File: src/cstc_defs.svh
// Purpose: Constants for the charger safety timer control block.
// Assumes: Included by the timer block, the pack model and the bench.
// Notes:   Offsets are byte addresses on a 32-bit AXI4-Lite bus.
// What this block does
// - With neither adapter nor USB input present the charger sits in off state.
// - A pre-charge safety timer runs through the whole pre-conditioning phase.
// - Pre-charge timeout is one tenth of the fast-charge timeout.
// - Suspend by run bit low or pack temperature fault freezes both timers.
// - Pre-charge expiry below the pre-charge threshold flags a fault, charger off.
// - A floating timer pin selects the internal timebase for the timeouts.
// - The fast-charge timer starts when pre-conditioning ends.
// - Fast-charge expiry without termination flags a fault, charger off.
// - Fast-charge timer held in reset while timer pin floats or termination is off.
// - Fault above recharge level waits for battery to drop, then restarts.
// - Fault below recharge level enables removal pull-up until battery rises.
// - A new cycle clears timers and faults; enable toggles or power cycling start one.
// - Undervoltage lockout clears every timer and every timer fault.
// - Pre-charge timer slows while either loop is active with a depleted battery.
// - Fast timer slows only with a loop active and battery below recharge level.
// - Slowing stretches the tick by reference over current-set level.
// - A stretched tick never exceeds twice the programmed tick.
// - Added time is the stretched share of loop-active time, at most half of it, capped at twice the timeout.
// - The input-limit loop status is reported while it holds the output up.
// - Supplement mode is reported when the output keeps falling past the loop.
`ifndef CSTC_DEFS_SVH
`define CSTC_DEFS_SVH
`define CSTC_ADDR_CTRL  4'h0
`define CSTC_ADDR_TDIV  4'h4
`define CSTC_ADDR_STAT  4'h8
`define CSTC_CTRL_RST   5'h03
`define CSTC_TDIV_RST   16'h0FA0
`define CSTC_TDIV_INT   16'h0FA0
`define CSTC_FAST_TICKS 24'h00EA60
`define CSTC_PRE_DIV    24'h00000A
`define CSTC_REF_FAST   8'hC8
`define CSTC_REF_PRE    8'h14
`define CSTC_RESP_OK    2'h0
`define CSTC_RESP_ERR   2'h2
`endif

File: src/cstc_pkg.sv
// Purpose: Types shared by the charger safety timer control block.
// Assumes: Nothing beyond the defines header.
// Notes:   States follow a Gray path off, pre, fast, done, fault.
package cstc_pkg;
	typedef enum logic [2:0] {
		ST_OFF   = 3'h0,
		ST_PRE   = 3'h1,
		ST_FAST  = 3'h3,
		ST_DONE  = 3'h2,
		ST_FAULT = 3'h6
	} cstc_state_type;
	typedef struct packed {
		logic ac_det;
		logic usb_det;
		logic uvlo;
		logic tmr_float;
		logic above_prechg;
		logic above_rch;
		logic term_det;
		logic temp_fault;
		logic thermal_loop;
		logic input_limit_loop;
		logic supplement;
	} cstc_pins_type;
	typedef struct packed {
		logic [1:0] iset_scale;
		logic term_off;
		logic charge_run;
		logic charge_enable;
	} cstc_ctrl_type;
endpackage : cstc_pkg

File: src/cstc_timer_ctl.sv
// Purpose: Charger safety timers, dynamic slowdown, fault recovery, AXI4-Lite registers.
// Assumes: Comparator pins are asynchronous; iset_code changes slowly against the clock.
// Notes:   Registers: control at 0x0, tick divisor at 0x4, status at 0x8.
//
// Chosen here: register access over AXI4-Lite and the register offsets.
`timescale 1ns/1ps
`include "cstc_defs.svh"
module cstc_timer_ctl
	import cstc_pkg::*;
#(
	parameter logic [23:0] FAST_TICKS = `CSTC_FAST_TICKS
) (
	// Clock and reset.
	input  wire logic                core_clk,
	input  wire logic                rst,
	// AXI4-Lite slave.
	input  wire logic [3:0]          s_axi_awaddr,
	input  wire logic                s_axi_awvalid,
	output logic                     s_axi_awready,
	input  wire logic [31:0]         s_axi_wdata,
	input  wire logic [3:0]          s_axi_wstrb,
	input  wire logic                s_axi_wvalid,
	output logic                     s_axi_wready,
	output logic [1:0]               s_axi_bresp,
	output logic                     s_axi_bvalid,
	input  wire logic                s_axi_bready,
	input  wire logic [3:0]          s_axi_araddr,
	input  wire logic                s_axi_arvalid,
	output logic                     s_axi_arready,
	output logic [31:0]              s_axi_rdata,
	output logic [1:0]               s_axi_rresp,
	output logic                     s_axi_rvalid,
	input  wire logic                s_axi_rready,
	// Analog comparator pins.
	input  wire cstc_pins_type       pins,
	input  wire logic [7:0]          iset_code,
	// Charger controls.
	output logic                     charge_on,
	output logic                     removal_pullup,
	output logic                     timer_fault
);
	// ****************************************
	// Pin synchronisers
	// ****************************************
	cstc_pins_type pins_m_r;
	cstc_pins_type p;
	logic [7:0]    iset_m_r;
	logic [7:0]    iset_r;
	always_ff @(posedge core_clk or posedge rst) begin
		if (rst) begin
			pins_m_r <= '0;
			p        <= '0;
			iset_m_r <= 8'h00;
			iset_r   <= 8'h00;
		end else begin
			pins_m_r <= pins;
			p        <= pins_m_r;
			iset_m_r <= iset_code;
			iset_r   <= iset_m_r;
		end
	end

	// ****************************************
	// Register bus
	// ****************************************
	cstc_ctrl_type  ctrl_r;
	logic [15:0]    tdiv_r;
	cstc_state_type state_r;
	logic           wr_go;
	logic           rd_go;
	logic           wr_hs;
	logic           rd_hs;
	// Ready pulses one cycle after the request; the store and the response wait for the
	// handshake edge, so bvalid and rvalid never run ahead of the address transfer.
	assign wr_go = s_axi_awvalid && s_axi_wvalid && !s_axi_bvalid && !s_axi_awready;
	assign wr_hs = s_axi_awready && s_axi_awvalid && s_axi_wvalid;
	assign rd_go = s_axi_arvalid && !s_axi_rvalid && !s_axi_arready;
	assign rd_hs = s_axi_arready && s_axi_arvalid;

	always_ff @(posedge core_clk or posedge rst) begin
		if (rst) begin
			s_axi_awready <= 1'b0;
			s_axi_wready  <= 1'b0;
			s_axi_bvalid  <= 1'b0;
			s_axi_bresp   <= `CSTC_RESP_OK;
			ctrl_r        <= `CSTC_CTRL_RST;
			tdiv_r        <= `CSTC_TDIV_RST;
		end else begin
			s_axi_awready <= wr_go;
			s_axi_wready  <= wr_go;
			if (s_axi_bvalid && s_axi_bready) begin
				s_axi_bvalid <= 1'b0;
			end
			if (wr_hs) begin
				s_axi_bvalid <= 1'b1;
				s_axi_bresp  <= `CSTC_RESP_OK;
				unique case (s_axi_awaddr)
					`CSTC_ADDR_CTRL: begin
						if (s_axi_wstrb[0]) begin
							ctrl_r <= s_axi_wdata[4:0];
						end
					end
					`CSTC_ADDR_TDIV: begin
						if (s_axi_wstrb[0]) begin
							tdiv_r[7:0] <= s_axi_wdata[7:0];
						end
						if (s_axi_wstrb[1]) begin
							tdiv_r[15:8] <= s_axi_wdata[15:8];
						end
					end
					`CSTC_ADDR_STAT: ;
					default: s_axi_bresp <= `CSTC_RESP_ERR;
				endcase
			end
		end
	end

	logic [31:0] stat_word;
	always_ff @(posedge core_clk or posedge rst) begin
		if (rst) begin
			s_axi_arready <= 1'b0;
			s_axi_rvalid  <= 1'b0;
			s_axi_rdata   <= 32'h00000000;
			s_axi_rresp   <= `CSTC_RESP_OK;
		end else begin
			s_axi_arready <= rd_go;
			if (s_axi_rvalid && s_axi_rready) begin
				s_axi_rvalid <= 1'b0;
			end
			if (rd_hs) begin
				s_axi_rvalid <= 1'b1;
				s_axi_rresp  <= `CSTC_RESP_OK;
				unique case (s_axi_araddr)
					`CSTC_ADDR_CTRL: s_axi_rdata <= {27'h0, ctrl_r};
					`CSTC_ADDR_TDIV: s_axi_rdata <= {16'h0, tdiv_r};
					`CSTC_ADDR_STAT: s_axi_rdata <= stat_word;
					default: begin
						s_axi_rdata <= 32'h00000000;
						s_axi_rresp <= `CSTC_RESP_ERR;
					end
				endcase
			end
		end
	end

	// ****************************************
	// Timebase
	// ****************************************
	// The floating timer pin swaps in the internal divisor, so pre-charge timing survives it.
	// Term-off hands the timebase to the internal divisor too, since the fast timer is parked then.
	logic [15:0] div_r;
	logic        tick_r;
	logic [15:0] div_lim;
	assign div_lim = (p.tmr_float || ctrl_r.term_off) ? `CSTC_TDIV_INT : tdiv_r;
	always_ff @(posedge core_clk or posedge rst) begin
		if (rst) begin
			div_r  <= 16'h0000;
			tick_r <= 1'b0;
		end else begin
			tick_r <= (div_r >= div_lim);
			div_r  <= (div_r >= div_lim) ? 16'h0000 : div_r + 16'h0001;
		end
	end

	// ****************************************
	// Cycle control
	// ****************************************
	logic power_in;
	logic suspend;
	logic was_power_r;
	logic ce_d_r;
	logic run_d_r;
	logic restart;
	logic expired;
	logic [23:0] cnt_r;
	logic [23:0] limit;
	assign power_in = p.ac_det || p.usb_det;
	assign suspend  = !ctrl_r.charge_run || p.temp_fault;
	assign restart  = (ctrl_r.charge_enable && !ce_d_r) || (ctrl_r.charge_run && !run_d_r)
		|| (power_in && !was_power_r);
	assign limit    = (state_r == ST_PRE) ? FAST_TICKS / `CSTC_PRE_DIV : FAST_TICKS;
	assign expired  = (cnt_r >= limit);

	always_ff @(posedge core_clk or posedge rst) begin
		if (rst) begin
			was_power_r <= 1'b0;
			ce_d_r      <= 1'b0;
			run_d_r     <= 1'b0;
		end else begin
			was_power_r <= power_in;
			ce_d_r      <= ctrl_r.charge_enable;
			run_d_r     <= ctrl_r.charge_run;
		end
	end

	// Off and restart outrank the phase logic, so an expiry in the same cycle as a restart is dropped.
	logic pullup_r;
	logic fault_r;
	always_ff @(posedge core_clk or posedge rst) begin
		if (rst) begin
			state_r  <= ST_OFF;
			pullup_r <= 1'b0;
			fault_r  <= 1'b0;
		end else if (!power_in || p.uvlo || !ctrl_r.charge_enable) begin
			state_r  <= ST_OFF;
			pullup_r <= 1'b0;
			fault_r  <= 1'b0;
		end else if (restart) begin
			state_r  <= p.above_prechg ? ST_FAST : ST_PRE;
			pullup_r <= 1'b0;
			fault_r  <= 1'b0;
		end else begin
			unique case (state_r)
				ST_OFF: state_r <= p.above_prechg ? ST_FAST : ST_PRE;
				ST_PRE: begin
					if (p.above_prechg) begin
						state_r <= ST_FAST;
					end else if (expired) begin
						state_r  <= ST_FAULT;
						fault_r  <= 1'b1;
						pullup_r <= !p.above_rch;
					end
				end
				ST_FAST: begin
					// Termination is ignored while a loop cuts current or the battery supplements.
					if (p.term_det && !ctrl_r.term_off && !p.thermal_loop && !p.input_limit_loop
						&& !p.supplement) begin
						state_r <= ST_DONE;
					end else if (expired && !p.tmr_float && !ctrl_r.term_off) begin
						state_r  <= ST_FAULT;
						fault_r  <= 1'b1;
						pullup_r <= !p.above_rch;
					end
				end
				ST_DONE: begin
					if (!p.above_rch || ctrl_r.term_off) begin
						state_r <= p.above_prechg ? ST_FAST : ST_PRE;
					end
				end
				ST_FAULT: begin
					if (pullup_r) begin
						pullup_r <= !p.above_rch;
					end else if (!p.above_rch) begin
						state_r <= p.above_prechg ? ST_FAST : ST_PRE;
						fault_r <= 1'b0;
					end
				end
				default: state_r <= ST_OFF;
			endcase
		end
	end

	// ****************************************
	// Safety timer with dynamic slowdown
	// ****************************************
	// A fractional accumulator turns ref/iset stretching into whole ticks without a divider.
	logic        slow;
	logic [7:0]  ref_code;
	logic [7:0]  step;
	logic [8:0]  acc_sum;
	logic [7:0]  acc_r;
	logic [25:0] added_r;
	logic        phase_hold;
	logic        timing;
	assign ref_code = (state_r == ST_PRE) ? `CSTC_REF_PRE : `CSTC_REF_FAST;
	assign slow = (state_r == ST_PRE) ? (p.thermal_loop || p.input_limit_loop)
		: ((p.thermal_loop || p.input_limit_loop) && !p.above_rch);
	always_comb begin
		step = ref_code;
		if (slow && (added_r < {limit, 1'b0})) begin
			step = (iset_r < {1'b0, ref_code[7:1]}) ? {1'b0, ref_code[7:1]} : iset_r;
			if (step > ref_code) begin
				step = ref_code;
			end
		end
	end
	assign acc_sum    = {1'b0, acc_r} + {1'b0, step};
	assign timing     = (state_r == ST_PRE) || (state_r == ST_FAST);
	assign phase_hold = (state_r == ST_FAST) && (p.tmr_float || ctrl_r.term_off);

	always_ff @(posedge core_clk or posedge rst) begin
		if (rst) begin
			cnt_r   <= 24'h000000;
			acc_r   <= 8'h00;
			added_r <= 26'h0000000;
		end else if (!timing || restart || phase_hold || p.uvlo || !power_in
			|| (state_r == ST_PRE && p.above_prechg)) begin
			cnt_r   <= 24'h000000;
			acc_r   <= 8'h00;
			added_r <= 26'h0000000;
		end else if (tick_r && !suspend) begin
			if (acc_sum >= {1'b0, ref_code}) begin
				acc_r <= 8'(acc_sum - {1'b0, ref_code});
				cnt_r <= cnt_r + 24'h000001;
			end else begin
				acc_r <= acc_sum[7:0];
				added_r <= added_r + 26'h0000001;
			end
		end
	end

	// ****************************************
	// Outputs and status
	// ****************************************
	// Outputs are registered copies, so each lags its internal state by one edge.
	always_ff @(posedge core_clk or posedge rst) begin
		if (rst) begin
			charge_on      <= 1'b0;
			removal_pullup <= 1'b0;
			timer_fault    <= 1'b0;
		end else begin
			charge_on      <= timing && !suspend;
			removal_pullup <= pullup_r;
			timer_fault    <= fault_r;
		end
	end
	// Status bits: 2:0 state, 3 fault, 4 pull-up, 5 loop active, 6 supplement, 7 ac, 8 usb.
	assign stat_word = {23'h0, p.usb_det, p.ac_det, p.supplement,
		p.thermal_loop || p.input_limit_loop, pullup_r, fault_r, state_r};
endmodule : cstc_timer_ctl

File: config.mk
export PLATFORM = sky130hd
export DESIGN_NAME = cstc_timer_ctl
export DESIGN_NICKNAME = d
export VERILOG_FILES = /design/src/cstc_pkg.sv /design/src/cstc_timer_ctl.sv
export VERILOG_INCLUDE_DIRS = /design/src
export SDC_FILE = /design/constraint.sdc
export NUM_CORES = 1
export LEC_CHECK = 0
export ABC_AREA = 1
export BUFFER_PORTS_ARGS = -buffer_cell sky130_fd_sc_hd__buf_2
export CAP_MARGIN = 10
export CELL_PAD_IN_SITES_DETAIL_PLACEMENT = 1
export CELL_PAD_IN_SITES_GLOBAL_PLACEMENT = 1
export CORE_UTILIZATION = 44
export DETAILED_ROUTE_END_ITERATION = 10
export HOLD_SLACK_MARGIN = 0.05
export PLACE_DENSITY_LB_ADDON = 0.2
export SLEW_MARGIN = 40
export SYNTH_ARGS = -nofsm -noshare
export SYNTH_HDL_FRONTEND = slang
export SYNTH_SLANG_ARGS = --single-unit
File: constraint.sdc
create_clock -name core_clk -period 6.5 [get_ports core_clk]
set_input_delay 0.65 -clock core_clk [delete_from_list [all_inputs] [get_ports core_clk]]
set_output_delay 0.65 -clock core_clk [all_outputs]
set_load 0.005 [all_outputs]
# --- After elaboration in Yosys (flattened, before gate mapping) ---
# Index checks and enable logic that the tools add are counted.
classes:
  add_sub_neg: 5
  order_cmp: 6
  n_eq_ne: 18
  n_mux: 52
  reduce_logical: 76
ops:
  columns: ["operator", "n"]
  rows:
  - ["$mux W26", 3]
  - ["$mux W24", 3]
  - ["$mux W8", 7]
  - ["$mux W16", 3]
  - ["$pmux W16 S3", 1]
  - ["$ne A4 B4 Y1 const B", 7]
  - ["$mux W3", 9]
  - ["$add A26 B1 Y26 const B", 1]
  - ["$lt A26 B17 Y1", 1]
  - ["$logic_and A1 B1 Y1", 25]
  - ["$add A24 B1 Y24 const B", 1]
  - ["$ge A24 B16 Y1", 1]
  - ["$mux W1", 20]
  - ["$logic_not A1 Y1", 18]
  - ["$add A16 B1 Y16 const B", 1]
  - ["$ge A16 B16 Y1", 1]
  - ["$logic_or A1 B1 Y1", 15]
  - ["$pmux W3 S5", 1]
  - ["$ne A5 B5 Y1 const B", 2]
  - ["$reduce_and A5 Y1", 2]
  - ["$add A8 B8 Y9", 1]
  - ["$ge A9 B8 Y1", 1]
  - ["$reduce_and A3 Y1", 3]
  - ["$eq A4 B3 Y1 const B", 2]
  - ["other kinds (17)", 28]
totals:
  regBits: 185
  input_bits: 70
  out_inout_bits: 44

# --- Depth between registers and ports, before layout ---
# Gate-level depths: netlist of run 1.
depth:
  ltp_word: 12
  ltp_mapped: 45
  depth_no_buf: 43

# --- Worst setup path after synthesis of run 1 ---
# OpenSTA, ideal clock, no wires.
synth_timing:
  path_kind: "flip-flop to flip-flop"
  start: "register state_r[1]"
  end: "register added_r[0]"
  setup_ns: 0.117
  arrival_time_ns: 5.250
  t_required_ns: 6.383
  setup_slack_ns: 1.133
  stages_incl_launch_ff: 42
  path_buffers: 3
  synth_period_minus_slack_ns: 5.367
  cell_sequence: "dfrtp_1 -> inv_2 -> nand3_1 -> buf_2 -> ha_1 -> nand2_1 -> nand3_1 -> a21oi_1 -> nand2_1 -> nand2_1 -> nand2_1 -> ha_1 -> inv_1 -> o21bai_1 -> a211oi_1 -> o21ai_0 -> nand2_1 -> nand2_1 -> [... 6 more ...] -> a21oi_1 -> nor2_1 -> nor2_1 -> xor2_1 -> inv_1 -> ha_1 -> nand4_1 -> nor4_1 -> nand2_1 -> nand3_1 -> nor2_2 -> nand2_1 -> nand2_2 -> buf_6 -> buf_6 -> nand3_1 -> o21ai_1 -> inv_1"
synth_via:
  elab_chain_cells: 11
synth_rtl:
  columns: ["element", "line", "text"]
  rows:
  - ["start: declaration", "cstc_timer_ctl.sv:68", "cstc_state_type state_r;"]
  - ["start signal: assignment", "cstc_timer_ctl.sv:209", "state_r <= p.above_prechg ? ST_FAST : ST_PRE;"]
  - ["start signal: assignment", "cstc_timer_ctl.sv:214", "ST_OFF: state_r <= p.above_prechg ? ST_FAST : ST_PRE;"]
  - ["start signal: assignment", "cstc_timer_ctl.sv:237", "state_r <= p.above_prechg ? ST_FAST : ST_PRE;"]
  - ["$eq A3 B1 Y1", null, null]
  - ["$mux W8 (no line)", null, null]
  - ["$lt A8 B7 Y1", "cstc_timer_ctl.sv:271", "step = (iset_r < {1'b0, ref_code[7:1]}) ? {1'b0, ref_code[7:1]} : iset_r;"]
  - ["$mux W8", "cstc_timer_ctl.sv:271", null]
  - ["$gt A8 B8 Y1", "cstc_timer_ctl.sv:272", "if (step > ref_code) begin"]
  - ["$mux W8", "cstc_timer_ctl.sv:272", null]
  - ["$mux W8", "cstc_timer_ctl.sv:270", "if (slow && (added_r < {limit, 1'b0})) begin"]
  - ["$add A8 B8 Y9", "cstc_timer_ctl.sv:277", "assign acc_sum = {1'b0, acc_r} + {1'b0, step};"]
  - ["$ge A9 B8 Y1", "cstc_timer_ctl.sv:292", "if (acc_sum >= {1'b0, ref_code}) begin"]
  - ["$ne A2 B2 Y1 (no line)", null, null]
  - ["$reduce_and A2 Y1 (no line)", null, null]
  - ["end signal: assignment", "cstc_timer_ctl.sv:297", "added_r <= added_r + 26'h0000001;"]
  - ["end: declaration", "cstc_timer_ctl.sv:262", "logic [25:0] added_r;"]
# Several ways; a longest one is shown, not always the timed one.
# A chain may end at the register's enable or synchronous reset.

# --- Final worst setup path of run 1 ---
layout_timing:
  start: "register state_r[1]"
  end: "register added_r[15]"
# The elaborated chain is that of the path after synthesis.

==> impl_results.md, run 1 <==
* Run status: complete, no violations
* Average wire length per cell after detail routing at about 16 um
* Maximum cell stage delay along the critical path at 0.46 ns
* Net switching power figure at 0.0006552 W
* First-pass GRT wire length at 43,040 um
* Die Height at 151.0 um
* Worst VDD drop at 0.0001529 V
* CP Data Required Time at 6.83 ns
* Number of antenna violations at the first check in global routing at 0
* Via count at 8,604
* Net count, final at roughly 1,500
* Worst Skew at 0.01721 ns
* Count of buffers from port buffering at 77
* Starting density of the core at 0.4475
* Maximum number of pins on one net before global-route repair at 98
* Cell types occupying the most area after synthesis: dfrtp_1 (41%), nand2_1 (12%), inv_1 (7.7%)
* Total detailed-routing wirelength at between 20,000 and 30,000 um
* Final hold slack at 0.2844 ns
* Layout cells sized above 1 at 0.1229
* Slew at the pin closest to its max-slew limit at 0.7104 ns
* Number of placement rows at 54
* Number of global-route vias before repair at 8,761
* Drt drc at 0
* # placed instances at 1,611
* Cell Area, Placed at 0.01030 sq mm
* Register area share after synthesis at 0.4290
* GR Util All Layers at 0.2400
* Half-perimeter wire length of the detailed placement result at 17,950 um
* Antenna Violating Nets Remaining at 0
* Dominant cell type by area after synthesis: dfrtp_1
* Clock tree buffer depth at 2
* Number of antenna cells inserted at 0
* Clk root buf: clkbuf_16
* Combinational group share of total power at 0.077
* Period Utilization, post-route at 0.9235
* Setup repair after global routing missed its margin: false
* Pins Over Slew Limit at 0
* Leakage power figure at 5.445 nW
* Core Box Area at 0.02182 sq mm
* Proportion of netlist area held by the largest area contributor at 0.4074
* Path type of the worst min-delay path: in2async
* Average instance area after synthesis at 7.612 sq um
* Switching Share at 0.2843
* Overall overflow remaining after global route at 0
* Total Die Area at 0.02280 sq mm
* Maximum frequency from static timing analysis at 166.6 MHz
* Clock tree from TritonCTS: yes
* Fin cells at around 1,600
* Number of H-tree levels at 4
* Setup TNS at 0 ns
* Yosys warning total at 0
* Synthesized cell area at just under 0.01 sq mm
* Slowest CP cell: dfrtp_2
* I/O pin cnt at 114
* Worst rel slew slack at 0.5264
* Endpoint arrival time on the critical path at around 6.3 ns
* P_int at 0.001650 W
* Clock share of power at 0.452
* Flip-flop and latch count after synthesis at 167
* Start-to-end type of the worst setup path: reg2reg
* Final setup viols at 0
* Endpoints failing hold at 0
* Weighted congestion reported at the end of routability-driven placement at 0.8227
* Power density cells at around 210 mW/mm^2
* Worst Setup Start Kind: flip-flop
* Number of optimization iterations in the first detailed-route pass at 5
* Detailed-route vias per instance at about 5.2
* Part of the total power dissipated in sequential elements at 0.471
* CP max FO at 24
* Growth of design area from synthesis to finish at 12.62%
* Die boundary width at 151.0 um
* Final critical delay including setup and external delays at 6.003 ns
* Cell mode on critical path: nand2_1
* Post-route cell area at 0.01100 sq mm
* Clk_lat worst skew at 0.45 ns
* Yosys cell types at 48
* TritonCTS buffer count at 17
* Sinks on the clock net at between 150 and 200
* Max Cap Violations at 0
* Instance count of the mapped netlist at 1,283
* Sort of element at the end of the critical path: flip-flop
* Total of fill cells in the finished design at 2,756
* Post-Route Utilization at 0.5040
* Clock-pin slew of the registers on the worst-case setup and hold paths at approximately 0.07 ns
* Number of DRC markers in iteration 0 at 381
per-stage QoR:
step	total power (W)	worst slack [ns]
6_report	0.002305	0.4972
5_1_grt	0.002394	0.02581
4_1_cts	0.002323	0.1056
3_5_place_dp	0.001279	0.1527
3_3_place_gp	0.001271	0.2973
2_1_floorplan	0.001219	1.133
timing repair:
action                     CTS  global route
hold endpoints to repair     0             0
setup endpoints to repair    0            56
resized for setup            0            11
buffers inserted             0             1
hold buffers                 0             0
cells by family after synthesis:
family          share of synthesized area
xor+xnor                         0.009866
compound gates                    0.06035
simple gates                       0.3131
buf+inv                            0.1153
mux                               0.01153
other cells                     0.0003840
flops                              0.4290
fa+ha+maj                         0.06047
synthesized netlist by cell type (all sizes together):
master	number
a211oi	1
a21o	1
a21oi	36
a221oi	2
a22o	1
a31oi	1
a41oi	1
and3	2
buf	44
clkbuf	10
conb	1
dfrtp	159
dfstp	8
fa	2
ha	44
inv	205
mux2	10
nand2	309
nand3	108
nand3b	2
nand4	74
nor2	153
nor3	23
nor3b	10
nor4	4
o2111ai	1
o211ai	2
o21a	1
o21ai	43
o21bai	6
o22ai	6
o311ai	1
o31ai	1
xnor2	2
xor2	9
power by group through the flow:
stage	Sequential [W]	Clock, W	Combinational, W
2_1_floorplan	0.00110	0	0.000118
3_3_place_gp	0.00110	0	0.000166
3_5_place_dp	0.00111	0	0.000173
4_1_cts	0.00109	0.00106	0.000175
5_1_grt	0.00109	0.00110	0.000204
6_report	0.00109	0.00104	0.000178
cell type report:
type                    count  area, sq um  area share
clock buffers              17        425.4     0.03868
clock inverters            15        175.2     0.01593
inverters                 205        779.5     0.07088
multi-input cells         876         4583      0.4167
flip-flops and latches    167         4190      0.3810
well taps                 280        350.3     0.03185
repair buffers             87        494.2     0.04494
path summary, 6_finish.rpt:
path                            slack (ns)  cells after the start                   start                 endpoint
worst max-delay path                  0.50                     42  state_r[1]$_DFFE_PP0P_  added_r[15]$_DFFE_PP0P_
max in group asynchronous             5.04                      3                     rst   state_r[1]$_DFFE_PP0P_
min in group core_clk                 0.31                      1                 pins[2]    pins_m_r[2]$_DFF_PP0_
worst max register to register        0.50                     42  state_r[1]$_DFFE_PP0P_  added_r[15]$_DFFE_PP0P_
worst min-delay path                  0.28                      2                     rst    cnt_r[17]$_DFFE_PP0P_
worst min register to register        0.35                      0   pins_m_r[6]$_DFF_PP0_           p[6]$_DFF_PP0_
sequential cells by signal, indices dropped and copies added, names as in the netlist, 3 cells and up:
| register | flops |
|---|---|
| state_r | 3 |
| ctrl_r | 5 |
| acc_r | 8 |
| added_r | 26 |
| iset_r | 8 |
| tdiv_r | 16 |
| pins_m_r | 11 |
| iset_m_r | 8 |
| p | 11 |
| div_r | 16 |
| cnt_r | 24 |
| s_axi_rdata | 16 |
layout by cell type (no fill, tap or decap), types with 4 or more instances in the layout:
cell,instances
nor3_1,22
clkinv_8,4
clkbuf_16,18
nand4_1,74
mux2_2,10
buf_2,77
o21bai_1,6
o21ai_1,7
nor3b_1,9
conb_1,18
o21ai_0,35
inv_6,4
ha_1,44
xor2_1,9
a21oi_1,34
nand2_2,4
o22ai_1,6
nor2_2,4
nand3_1,105
inv_8,5
nand2_1,304
dfstp_2,8
inv_1,200
nor2_1,146
buf_4,7
dfrtp_1,158
per-layer routing:
metal,part of all wire,wire length [um],vias up,GRT usage
met1,0.47,12270,4205,0.3116
li1,-,-,4240,-
met3,0.027,715,31,0.03795
met4,0.019,497,0,0.06850
met5,0,0,-,0
met2,0.49,12860,128,0.4117
worst max-delay path, delay by kind of cell (launching register included):
kind | cells | cell delay (ns)
simple gates | 27 | 2.67
fa+ha+maj | 4 | 1.33
buf+inv | 6 | 0.66
compound gates | 4 | 0.57
flops | 1 | 0.46
xor+xnor | 1 | 0.15
No activity file was read; power rests on OpenSTA's default activity.
==> run 2: changes to the inputs <==
--- a/config.mk
+++ b/config.mk
@@ -15,6 +15,7 @@
 export DETAILED_ROUTE_END_ITERATION = 10
 export HOLD_SLACK_MARGIN = 0.05
 export PLACE_DENSITY_LB_ADDON = 0.2
+export REMOVE_ABC_BUFFERS = 1
 export SLEW_MARGIN = 40
 export SYNTH_ARGS = -nofsm -noshare
 export SYNTH_HDL_FRONTEND = slang
==> impl_results.md, run 2 (synthesis gave the netlist of run 1 again) <==
* Core Box Area at about 0.022 sq mm
* Start-to-end type of the worst setup path: reg2reg
* Die Height at 151.0 um
* Endpoint arrival time on the critical path at around 6.4 ns
* Number of antenna violations at the first check in global routing at 0
* Clk root buf: clkbuf_16
* GR Util All Layers at 0.2457
* Weighted congestion reported at the end of routability-driven placement at between 0.8 and 0.9
* R2r endpoint: added_r[15]$_DFFE_PP0P_
* Drt drc at 0
* Sort of element at the end of the critical path: flip-flop
* Setup slack of the worst register-to-register path at 0.46 ns
* Maximum number of pins on one net before global-route repair at 80
* TritonCTS buffer count at 17
* Max reg flops at 26
* Leakage power figure at ~5.6 nW
* Path type of the worst min-delay path: in2reg
* Number of placement rows at 54
* Maximum cell stage delay along the critical path at about 0.46 ns
* Cell mode on critical path: nand2_1
* Clock tree buffer depth at 2
* Sinks on the clock net at 167
* Worst Setup Start Kind: flip-flop
* # placed instances at 1,616
* Fin cells at 1,655
* Origin of the worst setup path: state_r[1]$_DFFE_PP0P_
* Pins Over Slew Limit at 0
* Power density cells at 216.1 mW/mm^2
* Clock tree from TritonCTS: yes
* Worst Skew at 0.02482 ns
* Starting density of the core at 0.4475
* I/O pin cnt at 114
* Max Cap Violations at 0
* Slew at the pin closest to its max-slew limit at between 0.7 and 0.8 ns
* Worst rel slew slack at 0.4694
* Top library cells by usage in the layout, fill and taps aside: nand2_1 (304), inv_1 (200), dfrtp_1 (158), nor2_1 (147), nand3_1 (105)
* Average wire length per cell after detail routing at 16.53 um
* CP max FO at 12
* Critical register-to-register path startpoint: state_r[1]$_DFFE_PP0P_
* Detailed-route vias per instance at 5.235
* Net count, final at between 1,000 and 1,500
* Total detailed-routing wirelength at 27,360 um
* Clock-pin slew of the registers on the worst-case setup and hold paths at 0.07 ns
* Endpoints failing hold at 0
* Overall overflow remaining after global route at 0
* Half-perimeter wire length of the detailed placement result at 18,720 um
* Number of H-tree levels at 4
* CP Data Required Time at 6.86 ns
* Slowest CP cell: dfrtp_2
* Final critical delay including setup and external delays at 6.040 ns
* Die boundary width at roughly 150 um
* Final setup viols at 0
* Hold buffer count at CTS at 0
* Number of DRC markers in iteration 0 at 380
* Run status: complete, no violations
* Period Utilization, post-route at 0.9293
* Antenna Violating Nets Remaining at 0
* Largest registers: added_r (26), cnt_r (24)
* Growth of design area from synthesis to finish at 14.45%
* R2R cell count at a little over 40
* Worst VDD drop at 0.0001577 V
* Total Die Area at 0.02280 sq mm
* Number of global-route vias before repair at roughly 8,800
* Via count at 8,664
* Layout cells sized above 1 at 0.1280
* Count of buffers from port buffering at just under 80
* Clk_lat worst skew at 0.44 ns
* Number of antenna cells inserted at 0
* Final hold slack at 0.3150 ns
* Maximum frequency from static timing analysis at 165.6 MHz
* Register containing the most flip-flops in the final layout: added_r
* Leading cell type in the layout, fill and taps excluded: nand2_1
* Critical Path End: added_r[15]$_DFFE_PP0P_
* First-pass GRT wire length at 43,720 um
* Number of optimization iterations in the first detailed-route pass at 4
[run 2: cell count changes in the layout (fill, tap and decap cells not counted), moves of 2 or more]
cell	change
buf_4	+6
bufinv_16	+4
clkinv_8	-4
a21oi_2	-2
clkbuf_16	+2
inv_8	-2
nand2_4	+2
nand3_2	-2
[run 2: what timing repair did]
item / CTS / global route
resized for setup: 2 / 15
endpoints found under the setup margin: 26 / 56
buffers inserted: 0 / 3
pin swaps: 0 / 3
cloned: 0 / 4
[run 2: worst min path at each step]
stage	startpoint	depth (start not counted)	slack [ns]	to
after detailed placement	pins_m_r[2]$_DFF_PP0_	0	0.34	p[2]$_DFF_PP0_
after floorplan	iset_m_r[0]$_DFF_PP0_	0	0.33	iset_r[0]$_DFF_PP0_
after global routing	pins[1]	1	0.31	pins_m_r[1]$_DFF_PP0_
after CTS	pins[5]	1	0.30	pins_m_r[5]$_DFF_PP0_
final	pins[5]	1	0.31	pins_m_r[5]$_DFF_PP0_
after global placement	pins_m_r[7]$_DFF_PP0_	0	0.33	p[7]$_DFF_PP0_
[run 2: layer usage]
metal | vias to the layer above | routed length, um | global-route usage
met5 | - | 0 | 0
met4 | 0 | 357 | 0.05650
met3 | 23 | 892 | 0.04187
met2 | 136 | 14050 | 0.4317
met1 | 4249 | 12060 | 0.3138
li1 | 4256 | - | -
[run 2: per-stage QoR]
| step | worst slack (ns) | power (W) | area (sq um) | TNS [ns] | utilization |
|---|---|---|---|---|---|
| after global routing | -0.04768 | 0.002501 | 11180 | -0.5747 | 0.5122 |
| after CTS | 0.01475 | 0.002430 | 10980 | 0 | 0.5032 |
| after global placement | 0.1557 | 0.001271 | 10320 | 0 | 0.4731 |
| after floorplan | 0.4263 | 0.001208 | 9473 | 0 | - |
| final | 0.4597 | 0.002415 | 11180 | 0 | 0.5122 |
| after detailed placement | -0.06284 | 0.001281 | 10320 | -0.9471 | 0.4731 |
[run 2: area by class of cell]
type / count / area, sq um
well taps: 280 / 350.3
clock inverters: 14 / 210.2
fillers: 2738 / 10650
flip-flops and latches: 167 / 4190
clock buffers: 18 / 439.2
repair buffers: 97 / 620.6
inverters: 205 / 777.0
multi-input cells: 874 / 4589
[run 2: where the power goes]
part,internal [W],switching [W],total [W]
clock network,0.000668,0.000479,0.00115
logic,0.0000629,0.000119,0.000182
registers,0.00107,0.0000180,0.00109
total,0.00180,0.000617,0.00242
[run 2: worst max-delay path: cells and delay by family (launching register included)]
kind	cells	cell delay (ns)
xor+xnor	1	0.15
flops	1	0.46
compound gates	4	0.60
fa+ha+maj	4	1.30
buf+inv	5	0.62
simple gates	27	2.81
==> run 3: changes to the inputs <==
--- a/config.mk
+++ b/config.mk
@@ -9,13 +9,10 @@
 export ABC_AREA = 1
 export BUFFER_PORTS_ARGS = -buffer_cell sky130_fd_sc_hd__buf_2
 export CAP_MARGIN = 10
-export CELL_PAD_IN_SITES_DETAIL_PLACEMENT = 1
-export CELL_PAD_IN_SITES_GLOBAL_PLACEMENT = 1
-export CORE_UTILIZATION = 44
+export CORE_UTILIZATION = 59
 export DETAILED_ROUTE_END_ITERATION = 10
 export HOLD_SLACK_MARGIN = 0.05
 export PLACE_DENSITY_LB_ADDON = 0.2
-export REMOVE_ABC_BUFFERS = 1
 export SLEW_MARGIN = 40
 export SYNTH_ARGS = -nofsm -noshare
 export SYNTH_HDL_FRONTEND = slang
==> impl_results.md, run 3 (synthesis gave the netlist of run 1 again) <==
* Slew at the pin closest to its max-slew limit at between 0.7 and 0.8 ns
* Overall overflow remaining after global route at 0
* Clock tree buffer depth at 2
* Antenna Violating Nets Remaining at 0
* Weighted congestion reported at the end of routability-driven placement at 0.9097
* P_int at 0.001704 W
* Number of global-route vias before repair at 7,651
* Worst VDD drop at 0.0001997 V
* Die boundary width at between 100 and 150 um
* Start-to-end type of the worst setup path: reg2reg
* Hold buffer count at CTS at 0
* Sinks on the clock net at 167
* Switching Share at 0.2551
* Setup repair after global routing missed its margin: false
* Slowest CP cell: dfrtp_1
* Clock-pin slew of the registers on the worst-case setup and hold paths at 0.07 ns
* Number of buffers and inverters on the critical path at 7
* Largest registers: added_r (26), cnt_r (24)
* Period Utilization, post-route at 0.9153
* Setup TNS at 0 ns
* Post-route cell area at 0.01087 sq mm
* Path type of the worst min-delay path: in2async
* Part of the total power dissipated in sequential elements at 0.475
* # placed instances at 1,548
* Die Height at 130.7 um
* Maximum frequency from static timing analysis at 168.1 MHz
* Total detailed-routing wirelength at 21,460 um
* Cell Area, Placed at between 0.01 and 0.015 sq mm
* Pins Over Slew Limit at 0
* Layout cells sized above 1 at 0.1180
* Max reg flops at 26
* Run status: complete, no violations
* TritonCTS buffer count at 17
* Leading cell type in the layout, fill and taps excluded: nand2_1
* Endpoint arrival time on the critical path at 6.28 ns
* Net count, final at 1,467
* Sort of element at the end of the critical path: flip-flop
* Register area at 0.004189 sq mm
* Number of optimization iterations in the first detailed-route pass at 6
* Final critical delay including setup and external delays at a little under 6 ns
* Final setup viols at 0
* Worst rel slew slack at 0.4762
* Worst Setup Start Kind: flip-flop
* Leakage power figure at 5.469 nW
* Clock tree from TritonCTS: yes
* Via count at between 8,000 and 9,000
* Growth of design area from synthesis to finish at 11.26%
* Clock share of power at 0.451
* Detailed-route vias per instance at 5.339
* Half-perimeter wire length of the detailed placement result at 15,030 um
* Area taken by multi-input logic gates at 0.004558 sq mm
* Maximum cell stage delay along the critical path at 0.46 ns
* Number of antenna violations at the first check in global routing at 0
* Total Die Area at 0.01707 sq mm
* Endpoints failing hold at 0
* Core Box Area at 0.01600 sq mm
* Total of fill cells in the finished design at 1,357
* Net switching power figure at around 0.00058 W
* Count of buffers from port buffering at 77
* Top library cells by usage in the layout, fill and taps aside: nand2_1 (304), inv_1 (200), dfrtp_1 (159), nor2_1 (146), nand3_1 (105)
* Register containing the most flip-flops in the final layout: added_r
* Number of H-tree levels at 4
* GR Util All Layers at 0.2668
* I/O pin cnt at 114
* Power density cells at 210.6 mW/mm^2
* Drt drc at 0
* Gate family responsible for the most delay along the worst path: simple AND/OR/NAND/NOR gates
* Max Cap Violations at 0
* CP max FO at 19
* Number of placement rows at 46
* Maximum number of pins on one net before global-route repair at 114
* Average wire length per cell after detail routing at 13.58 um
* Worst Skew at 0.01318 ns
* Clk root buf: clkbuf_16
* Number of DRC markers in iteration 0 at 637
* CP Data Required Time at 6.83 ns
* Total power of the final layout at approximately 0.0023 W
* Starting density of the core at 0.6103
* Clk_lat worst skew at 0.44 ns
* First-pass GRT wire length at 35,660 um
* Fin cells at about 1,600
* Cell mode on critical path: nand2_1
* Number of antenna cells inserted at 0
* Combinational group share of total power at 0.073
run 3: layout make-up:
type,count,share of cell area
timing repair buffer,86,0.04353
multi-input combinational,874,0.4195
clock buffer,18,0.03950
inverter,205,0.07220
tap,216,0.02487
clock inverter,14,0.01485
sequential,167,0.3855
run 3: path summary, 6_finish.rpt:
check | from | end | slack [ns] | depth (start not counted)
max | state_r[1]$_DFFE_PP0P_ | added_r[13]$_DFFE_PP0P_ | 0.55 | 42
min | rst | cnt_r[20]$_DFFE_PP0P_ | 0.28 | 2
max reg2reg | state_r[1]$_DFFE_PP0P_ | added_r[13]$_DFFE_PP0P_ | 0.55 | 42
min reg2reg | iset_m_r[6]$_DFF_PP0_ | iset_r[6]$_DFF_PP0_ | 0.35 | 0
max in group asynchronous | rst | div_r[14]$_DFF_PP0_ | 5.10 | 3
min in group core_clk | pins[10] | pins_m_r[10]$_DFF_PP0_ | 0.32 | 1
run 3: routing by layer:
layer,part of all wire,up-vias,wire [um],GRT usage
met5,0,-,0,0
met4,0.020,0,425,0.1028
met3,0.049,37,1043,0.05334
met2,0.47,263,10100,0.4245
met1,0.46,3901,9897,0.3613
li1,-,4235,-,-
run 3: power by group through the flow:
stage / combinational, W / clock (W) / sequential (W)
detailed placement: 0.000166 / 0 / 0.00111
global placement: 0.000161 / 0 / 0.00110
CTS: 0.000168 / 0.00105 / 0.00109
global route: 0.000192 / 0.00108 / 0.00109
finish: 0.000168 / 0.00103 / 0.00109
floorplan: 0.000118 / 0 / 0.00110
run 3: repair_timing:
| item | in CTS | in global routing |
|---|---|---|
| endpoints found under the setup margin | 0 | 54 |
| resized for setup | 0 | 8 |
| setup buffers | 0 | 0 |
run 3: metrics by stage:
stage | setup WS (ns) | hold slack (ns) | utilization
2_1_floorplan | 1.133 | 0.3312 | -
3_3_place_gp | 0.5327 | 0.3329 | 0.6384
3_5_place_dp | 0.3820 | 0.3347 | 0.6397
4_1_cts | 0.2936 | 0.3112 | 0.6767
5_1_grt | 0.02672 | 0.3021 | 0.6791
6_report | 0.5504 | 0.2817 | 0.6791
